### config.mk
export PLATFORM = sky130hd
export DESIGN_NAME = txc_top
export DESIGN_NICKNAME = d
export VERILOG_FILES = /design/src/rtl/txc_pkg.sv /design/src/rtl/txc_ptr_if.sv /design/src/rtl/txc_read_ptr.sv /design/src/rtl/txc_top.sv
export SDC_FILE = /design/constraint.sdc
export NUM_CORES = 1
export LEC_CHECK = 0
export BUFFER_PORTS_ARGS = -buffer_cell sky130_fd_sc_hd__buf_2
export CORE_MARGIN = 2
export CORE_UTILIZATION = 50
export CTS_BUF_LIST = sky130_fd_sc_hd__clkbuf_2 sky130_fd_sc_hd__clkbuf_4 sky130_fd_sc_hd__clkbuf_8
export DETAILED_ROUTE_END_ITERATION = 7
export PLACE_DENSITY = 0.82
export SYNTH_ARGS = -nofsm -noshare
export SYNTH_HDL_FRONTEND = slang
export SYNTH_SLANG_ARGS = --single-unit
### constraint.sdc
create_clock -name clk -period 1.9 [get_ports clk]
set_clock_uncertainty 0.1 [all_clocks]
set_input_delay 0.095 -clock clk [delete_from_list [all_inputs] [get_ports clk]]
set_output_delay 0.095 -clock clk [all_outputs]
set_load 0.02 [all_outputs]
### src/rtl/txc_pkg.sv
package txc_pkg;
   // ----------------------------------------------------------------
   // register offsets (16-bit cpu port, byte addresses)
   // ----------------------------------------------------------------
   localparam logic [15:0] TX_ENGINE_CONTROL_OFS = 16'h2000;
   localparam logic [15:0] TX_ENGINE_STATUS_OFS  = 16'h2002;
   localparam logic [15:0] FIFO_WRITE_PTR_OFS    = 16'h2052;
   localparam logic [15:0] FIFO_READ_PTR_OFS     = 16'h2054;

   // ----------------------------------------------------------------
   // control field positions
   // ----------------------------------------------------------------
   localparam int SCHED_A_ENABLE_BIT          = 0;
   localparam int SCHED_B_ENABLE_BIT          = 1;
   localparam int SCHED_C_ENABLE_BIT          = 2;
   localparam int TX_FIFO_ENABLE_BIT          = 3;
   localparam int IDLE_AUTO_SEND_BIT          = 4;
   localparam int FIFO_OVERRUN_IRQ_ENABLE_BIT = 5;
   localparam int SCHED_ERROR_IRQ_ENABLE_BIT  = 6;
   localparam int READ_POINTER_STEP_BIT       = 7;
   localparam int FORCE_STATUS_EVENTS_BIT     = 8;
   localparam int CONTROL_IMPL_MSB            = 8;

   // ----------------------------------------------------------------
   // status field positions
   // ----------------------------------------------------------------
   localparam int FIFO_OVERRUN_FLAG_BIT  = 5;
   localparam int SCHED_ERROR_FLAG_BIT   = 6;
   localparam int TX_STATUS_SERVICE_BIT  = 15;

   // ----------------------------------------------------------------
   // widths and reset values
   // ----------------------------------------------------------------
   localparam int PTR_W = 8;
   localparam logic [15:0]      CONTROL_RESET = 16'h0000;
   localparam logic [PTR_W-1:0] PTR_RESET     = 8'h00;
endpackage

### src/rtl/txc_ptr_if.sv
`timescale 1ns/1ps
interface txc_ptr_if;
   import txc_pkg::*;
   logic             hold;
   logic             advance;
   logic [PTR_W-1:0] ptr;

   modport ctrl (output hold, output advance, input ptr);
   modport ptrm (input hold, input advance, output ptr);
endinterface

### src/rtl/txc_read_ptr.sv
`timescale 1ns/1ps
module txc_read_ptr
   import txc_pkg::*;
(
   input wire logic clk,
   input wire logic rst_n,
   txc_ptr_if.ptrm  pif
);
   logic [PTR_W-1:0] ptr_r;

   // ----------------------------------------------------------------
   // read pointer: held at zero while fifo disabled
   // ----------------------------------------------------------------
   always_ff @(posedge clk) begin
      if (!rst_n) begin
         ptr_r <= PTR_RESET;
      end else if (pif.hold) begin
         ptr_r <= PTR_RESET;
      end else if (pif.advance) begin
         ptr_r <= ptr_r + 8'h01;
      end
   end

   assign pif.ptr = ptr_r;
endmodule

### src/rtl/txc_top.sv
// Operation
// bits 0-2 enable schedulers A, B, C
// host configures scheduler before enabling it
// host reinitializes events after scheduler reconfiguration
// fifo enable low holds read pointer zero
// auto-data sends fifo cells when engine idle
// overrun enable routes overrun flag to service
// error enable routes scheduler error to service
// writing bit 7 steps read pointer
// test bit forces all status events
// control bits 15:9 read as zero
// control register resets to 0000h
// overrun latched when write equals read; w1c
// scheduler error latched on overload; w1c
// status bit 15 set when any flag
// reserved control writes have no effect
`timescale 1ns/1ps
module txc_top
   import txc_pkg::*;
(
   input  wire logic             clk,
   input  wire logic             rst_n,
   input  wire logic [15:0]      cpuAddr,
   input  wire logic [15:0]      cpuWrData,
   input  wire logic             cpuWrEn,
   input  wire logic             cpuRdEn,
   output logic      [15:0]      cpuRdData,
   input  wire logic             engineIdle,
   input  wire logic             cellTaken,
   input  wire logic             schedOverload,
   output logic      [2:0]       schedEnable,
   output logic                  autoSendReq,
   output logic                  serviceRequest,
   output logic      [PTR_W-1:0] fifoReadPointer,
   output logic      [PTR_W-1:0] fifoWritePointer
);
   logic [CONTROL_IMPL_MSB:0] control_r;
   logic                      overrunFlag_r;
   logic                      schedErrFlag_r;
   logic [PTR_W-1:0]          wrPtr_r;
   logic [15:0]               rdData_r;
   logic                      ctrlWrite;
   logic                      statWrite;
   logic                      wpWrite;
   logic                      fifoEnabled;
   logic                      fifoNotEmpty;
   logic                      stepPulse;
   logic                      forceEvents;
   logic                      overrunEvent;
   logic                      schedErrEvent;
   logic [15:0]               statusWord;
   logic [15:0]               controlWord;

   txc_ptr_if pif ();

   // ----------------------------------------------------------------
   // address decode
   // ----------------------------------------------------------------
   assign ctrlWrite = cpuWrEn && (cpuAddr == TX_ENGINE_CONTROL_OFS);
   assign statWrite = cpuWrEn && (cpuAddr == TX_ENGINE_STATUS_OFS);
   assign wpWrite   = cpuWrEn && (cpuAddr == FIFO_WRITE_PTR_OFS);

   // ----------------------------------------------------------------
   // control register
   // ----------------------------------------------------------------
   always_ff @(posedge clk) begin
      if (!rst_n) begin
         control_r <= CONTROL_RESET[CONTROL_IMPL_MSB:0];
      end else if (ctrlWrite) begin
         // only implemented bits stored, upper bits dropped
         control_r <= cpuWrData[CONTROL_IMPL_MSB:0];
      end
   end

   // step bit is a write strobe, never held
   assign stepPulse   = ctrlWrite && cpuWrData[READ_POINTER_STEP_BIT];
   assign forceEvents = control_r[FORCE_STATUS_EVENTS_BIT];
   assign fifoEnabled = control_r[TX_FIFO_ENABLE_BIT];

   // ----------------------------------------------------------------
   // scheduler enables
   // ----------------------------------------------------------------
   assign schedEnable = {control_r[SCHED_C_ENABLE_BIT],
                         control_r[SCHED_B_ENABLE_BIT],
                         control_r[SCHED_A_ENABLE_BIT]};

   // ----------------------------------------------------------------
   // fifo write pointer and read pointer
   // ----------------------------------------------------------------
   always_ff @(posedge clk) begin
      if (!rst_n) begin
         wrPtr_r <= PTR_RESET;
      end else if (wpWrite) begin
         wrPtr_r <= cpuWrData[PTR_W-1:0];
      end
   end

   // a write that clears the enable zeroes the pointer at the same edge
   assign pif.hold    = !fifoEnabled
                        || (ctrlWrite && !cpuWrData[TX_FIFO_ENABLE_BIT]);
   assign pif.advance = stepPulse || (cellTaken && fifoEnabled);

   txc_read_ptr i_txc_read_ptr (
      .clk   (clk),
      .rst_n (rst_n),
      .pif   (pif)
   );

   assign fifoReadPointer  = pif.ptr;
   assign fifoWritePointer = wrPtr_r;
   assign fifoNotEmpty     = (wrPtr_r != pif.ptr);

   // ----------------------------------------------------------------
   // idle auto-send of non-cbr cells
   // ----------------------------------------------------------------
   assign autoSendReq = control_r[IDLE_AUTO_SEND_BIT] && fifoEnabled
                        && engineIdle && fifoNotEmpty;

   // ----------------------------------------------------------------
   // status flags, set wins over write-one-clear
   // ----------------------------------------------------------------
   assign overrunEvent  = forceEvents
                          || (wpWrite && (cpuWrData[PTR_W-1:0] == pif.ptr));
   assign schedErrEvent = forceEvents || schedOverload;

   always_ff @(posedge clk) begin
      if (!rst_n) begin
         overrunFlag_r <= 1'b0;
      end else if (overrunEvent) begin
         overrunFlag_r <= 1'b1;
      end else if (statWrite && cpuWrData[FIFO_OVERRUN_FLAG_BIT]) begin
         overrunFlag_r <= 1'b0;
      end
   end

   always_ff @(posedge clk) begin
      if (!rst_n) begin
         schedErrFlag_r <= 1'b0;
      end else if (schedErrEvent) begin
         schedErrFlag_r <= 1'b1;
      end else if (statWrite && cpuWrData[SCHED_ERROR_FLAG_BIT]) begin
         schedErrFlag_r <= 1'b0;
      end
   end

   // ----------------------------------------------------------------
   // service request toward main status register
   // ----------------------------------------------------------------
   assign serviceRequest =
      (overrunFlag_r && control_r[FIFO_OVERRUN_IRQ_ENABLE_BIT])
      || (schedErrFlag_r && control_r[SCHED_ERROR_IRQ_ENABLE_BIT]);

   // ----------------------------------------------------------------
   // read-back words
   // ----------------------------------------------------------------
   always_comb begin
      controlWord = 16'h0000;
      controlWord[CONTROL_IMPL_MSB:0] = control_r;
      controlWord[READ_POINTER_STEP_BIT] = 1'b0;
   end

   always_comb begin
      statusWord = 16'h0000;
      statusWord[FIFO_OVERRUN_FLAG_BIT] = overrunFlag_r;
      statusWord[SCHED_ERROR_FLAG_BIT]  = schedErrFlag_r;
      statusWord[TX_STATUS_SERVICE_BIT] = overrunFlag_r || schedErrFlag_r;
   end

   always_ff @(posedge clk) begin
      if (!rst_n) begin
         rdData_r <= 16'h0000;
      end else if (cpuRdEn) begin
         unique case (cpuAddr)
            TX_ENGINE_CONTROL_OFS: rdData_r <= controlWord;
            TX_ENGINE_STATUS_OFS:  rdData_r <= statusWord;
            FIFO_WRITE_PTR_OFS:    rdData_r <= {8'h00, wrPtr_r};
            FIFO_READ_PTR_OFS:     rdData_r <= {8'h00, pif.ptr};
            default:               rdData_r <= 16'h0000;
         endcase
      end
   end

   assign cpuRdData = rdData_r;
endmodule

# ---- Word-level counts from Yosys, hierarchy flattened
# Cells that the tools add are included.
dict set report totals {
  inputBits 39
  output_inout_bits 37
  register_bits 43
}
dict set report op_classes {
  muxes 5
  add_sub_neg 1
  eq_ne 6
  bitwise 1
  reduce_logical 25
}
# cell count
set ops {}
lappend ops {{16-bit by 14-bit equality test with 1-bit output, second input constant} 4}
lappend ops {{16-bit one-hot mux with 4 select lines} 1}
lappend ops {{1-bit logical AND} 14}
lappend ops {{8-bit by 1-bit adder with 8-bit output, second input constant} 1}
lappend ops {{8-bit equality test} 1}
lappend ops {{8-bit inequality test} 1}
lappend ops {{1-bit logical OR} 6}
lappend ops {{1-bit 2-to-1 mux} 4}
lappend ops {{2-bit nonzero test} 2}
lappend ops {{1-bit logical NOT} 2}
lappend ops {{2-bit OR reduction} 1}
lappend ops {{1-bit inverter} 1}

# ---- Logic depth before layout (Yosys ltp)
dict set report depth {
  ltp_word 5
  depth_mapped 6
  ltp_nobuf 5
}

# ---- Cells and area by module
# A second synthesis with hierarchy kept.
dict set report unflattened {
  hier_cells 219
  hier_area_um2 2014.4
}
# module cells_per_inst seq_area_each_um2 area_each_um2 n_inst
set modules_own_cells {}
lappend modules_own_cells {txc_top 181 560.5 1675.4 1}
lappend modules_own_cells {txc_read_ptr 38 160.2 339.1 1}

# ---- Worst setup path after synthesis
# No wires, ideal clock.
dict set report synth_timing {
  kind {flip-flop to flip-flop}
  start {register i_txc_read_ptr.ptr_r[2] (netlist: i_txc_read_ptr.pif.ptr[2])}
  end {register i_txc_read_ptr.ptr_r[7] (netlist: i_txc_read_ptr.pif.ptr[7])}
  slack_ns 0.276
  path_stages_with_launch 6
  arrival_ns 1.452
  n_path_buf 1
  cell_sequence {dfxtp_1 clkbuf_1 and4_1 nand3_1 or3_1 a21oi_1}
}
dict set report synth_via {
  elab_chain_cells 1
}
# element line_no
set synth_rtl {}
lappend synth_rtl {{start, declared} txc_read_ptr.sv:9} ;# logic [PTR_W-1:0] ptr_r;
lappend synth_rtl {{start signal, assigned} txc_read_ptr.sv:20} ;# ptr_r <= ptr_r + 8'h01;
lappend synth_rtl {{8-bit by 1-bit adder with 8-bit output} txc_read_ptr.sv:20}
# No other way between the ends.
# A chain may end at the register's enable or synchronous reset.

# ---- Final worst setup path
dict set report layout_timing {
  start {register i_txc_read_ptr.ptr_r[7] (netlist: i_txc_read_ptr.pif.ptr[7])}
  end {output port autoSendReq}
}
dict set report layout_via {
  elab_chain_cells 2
}
# element line_no
set layout_rtl {}
lappend layout_rtl {{8-bit inequality test} txc_top.sv:111} ;# assign fifoNotEmpty = (wrPtr_r != pif.ptr);
lappend layout_rtl {{1-bit logical AND} txc_top.sv:117} ;# && engineIdle && fifoNotEmpty;
lappend layout_rtl {{end, declared} txc_top.sv:32} ;# output logic autoSendReq,
# No other way between the ends.

==> results by group <==
Worst setup path
  – Slowest CP cell: dfxtp_1
  – CP Data Required Time: 1.70 ns
  – CP Capture Point: autoSendReq
  – WS Path Type: register to primary output
  – RR Startpoint: i_txc_read_ptr.pif.ptr[3]$_SDFFE_PP0P_
  – CP startpoint kind: register
  – Crit-path max FO: 6
  – R2R depth: 4
  – Crit path capture type: primary output
  – RR Endpoint: i_txc_read_ptr.pif.ptr[7]$_SDFFE_PP0P_
  – R2R setup slack: 0.39 ns
  – Critical Path Max Stage Delay: 0.48 ns
  – CP Cell Sequence: xor2_1 -> nor4_1 -> a21oi_1 -> buf_2
  – CP arrival: 1.51 ns
  – CP Launch Point: i_txc_read_ptr.pif.ptr[7]$_SDFFE_PP0P_

Drt
  – DRT antenna net count: 0
  – Routed wire length: 4720 um
  – Length of routed met3 wiring: 318 um
  – M1 WL: 2120 um
  – Initial DRC count: 174
  – Total number of vias: 1827
  – Routed length on met2: 2240 um
  – DRT Pass-1 Iters: 4
  – DR top layer: met4
  – Vias/cell: 5.44
  – Wire per inst: 14.0 um
  – Remaining DRCs: 0

STA
  – Part of the cycle the worst path needs: 0.895
  – Final Max Tran Viols: 0
  – Fin crit period: 1.70 ns
  – Hold Vio Cnt, Final: 0
  – Max Fclk: 0.588 GHz
  – RSZ-0062 raised after global routing: false
  – Worst Tran Pin Value: 0.550 ns
  – Final hold slack: 0.0176 ns
  – Setup TNS: 0 ns
  – Rel. slew slack: 0.633
  – Final setup violation count: 0

CTS
  – CTS buffer count: 5
  – Htree depth: 2
  – Sink Count: 36
  – CTS clk-pin slew, worst paths: 0.07 ns
  – Skew-Pair Late Insertion Delay: 0.28 ns
  – Clk root buf: clkbuf_8
  – Clock buffer depth: 2
  – Post-CTS Resized: 0
  – CTS tree: done

Pwr
  – NetSw: 0.000328 W
  – Maximum VDD drop: 447 uV
  – Combinational share of power: 0.077
  – Power density cells: 582 nW/um^2
  – Clock Power Share: 0.392
  – Switching Fraction: 0.230
  – Sequential Power Share: 0.531
  – Leak: 1.03 nW
  – Internal power: 0.00110 W

Synthesis
  – Top-area cell type share of the netlist area: 0.367
  – Register area share after synthesis: 0.367
  – Post-Synth XOR/XNOR Area: 0.0759
  – Adder-cell share of the synthesized area: 0.00638
  – Synth cell types: 40
  – Flops & latches, synth: 36
  – Largest area contributor in the netlist: dfxtp_1
  – Mux share of post-synthesis cell area: 0.0459
  – Main combinational cell family by area after synthesis: simple AND/OR/NAND/NOR gates
  – Most common cell in the netlist: dfxtp_1
  – Mapped Avg Cell Area: 8.88 um^2
  – Cell area after synthesis: 1960 um^2
  – Synth top area cells: dfxtp_1, xor2_1, o21ai_0
  – Compound-Gate Fraction of Synth Area: 0.209
  – Post-synth EDFFs: 0
  – Most used DFF post-synth: dfxtp_1
  – Asr flop ratio synth: 0
  – Post-synthesis simple-gate area fraction: 0.230
  – Post-synthesis instance total: 221
  – YS warnings: 0
  – Top cells by count, synth: dfxtp_1, o21ai_0, nand2_1

Global route
  – First-pass GRT wire length: 7770 um
  – Number of global-route vias before repair: 1682
  – Grt total ovfl: 0
  – Pin count of the biggest net entering global routing: 24
  – Total GRT Usage: 0.232
  – Initial antenna violation count: 0

Final layout
  – Inserted Diodes: 0
  – Final core occ: 0.659
  – Fraction of layout cells with a size suffix above 1: 0.295
  – Reg area: 721 um^2
  – Final nets: 327
  – Area Overhead vs Synth: 24.7%
  – Final instance area: 2450 um^2
  – Multi-input logic area: 1130 um^2
  – Fillers: 332

Hold path
  – Hold Path Cell Cnt: 3
  – HP Class: primary input to register

Floorplan
  – IO Pins: 76
  – Chip width: 66.6 um
  – Core Area: 3720 um^2
  – Die height: 66.6 um
  – Initial cell density of the core: 0.528
  – Die area: 4440 um^2
  – # rows: 22

Placement
  – GP Congestion: 0.865
  – Hpwl dp: 3530 um
  – IO Port Bufs: 62
  – Dpl cell area: 2290 um^2

Outcome
  – Status: complete, no violations

Job
  – Max-cap violations: 0
-- metrics by stage --
step | total power, W | worst slack (ns) | instances
after floorplan | 0.000825 | 0.276 | 226
after global routing | 0.00148 | 0.119 | 336
after global placement | 0.000872 | 0.161 | 322
final | 0.00142 | 0.200 | 336
after CTS | 0.00143 | 0.180 | 336
after detailed placement | 0.000873 | 0.133 | 322
-- registers in the layout, indices dropped and copies added, names as in the netlist --
name	flops
cpuRdData	10
overrunFlag_r	1
i_txc_read_ptr.pif.ptr	8
fifoWritePointer	8
schedErrFlag_r	1
control_r	8
-- layout by cell type, fill, tap and decap left out, types with 2 or more instances in the layout --
master / netlist / layout
mux2i_1: 9 / 9
and4_1: 4 / 4
buf_2: 1 / 62
a22o_1: 4 / 4
dfxtp_1: 36 / 36
o31a_1: 2 / 2
nand2b_1: 2 / 2
or3_1: 6 / 6
buf_4: 9 / 6
nor4_1: 4 / 4
clkbuf_4: 0 / 2
xor2_1: 17 / 17
and2_1: 2 / 2
clkbuf_8: 0 / 5
nor4_2: 2 / 2
nand3_1: 6 / 6
nor4b_2: 2 / 2
a22oi_1: 3 / 3
and3_1: 5 / 5
nand2_1: 20 / 20
o21ai_0: 23 / 23
nor2_1: 5 / 5
a221oi_1: 2 / 2
dlygate4sd3_1: 0 / 6
nor2b_1: 9 / 9
a21boi_0: 12 / 12
a222oi_1: 2 / 2
a21oi_1: 11 / 11
conb_1: 1 / 6
-- cells by family (layout without fill, tap and decap cells) --
group / after synthesis / in the layout
other cells: 1 / 6
simple gates: 73 / 73
buf+inv: 22 / 84
mux: 9 / 9
fa+ha+maj: 1 / 1
compound gates: 62 / 62
flops: 36 / 36
xor+xnor: 17 / 17
-- worst min path at each step --
stage / from / to / slack (ns)
global route: cpuWrData[6] / control_r[6]$_SDFFE_PN0N_ / 0.03
floorplan: schedOverload / schedErrFlag_r$_SDFFE_PN0P_ / 0.13
CTS: cpuWrData[5] / control_r[5]$_SDFFE_PN0N_ / 0.01
global placement: schedOverload / schedErrFlag_r$_SDFFE_PN0P_ / 0.22
finish: cpuWrData[5] / control_r[5]$_SDFFE_PN0N_ / 0.02
detailed placement: schedOverload / schedErrFlag_r$_SDFFE_PN0P_ / 0.23
-- routing by layer --
layer / vias up / track usage
li1: 917 / -
met1: 834 / 0.301
met2: 72 / 0.389
met3: 4 / 0.0372
met4: 0 / 0.0765
met5: - / 0
-- what timing repair did --
item,in CTS,in global routing
endpoints found under the hold margin,6,0
hold buffers,6,0
buffers inserted,0,0
-- power groups by stage --
stage | sequential, W | combinational (W) | clock, W
2_1_floorplan | 0.000774 | 0.0000512 | 0
3_3_place_gp | 0.000774 | 0.0000974 | 0
3_5_place_dp | 0.000774 | 0.0000991 | 0
4_1_cts | 0.000757 | 0.000109 | 0.000569
5_1_grt | 0.000757 | 0.000120 | 0.000604
6_report | 0.000757 | 0.000110 | 0.000558
-- worst max-delay path, delay by kind of cell (launching register included) --
| family | cells | cell delay [ns] |
|---|---|---|
| DFF | 1 | 0.48 |
| and+or+nand+nor | 1 | 0.32 |
| buffers and inverters | 1 | 0.17 |
| AOI/OAI and AO/OA | 1 | 0.13 |
| xor gates and xnor gates | 1 | 0.12 |
-- final cells by class --
class                   count  area share
flip-flops and latches     36       0.294
repair buffers             75       0.178
clock buffers               7      0.0343
inverters                   1     0.00153
multi-input cells         168       0.464
clock inverters             1     0.00358
well taps                  48      0.0245
(Power assumes the default switching activity.)
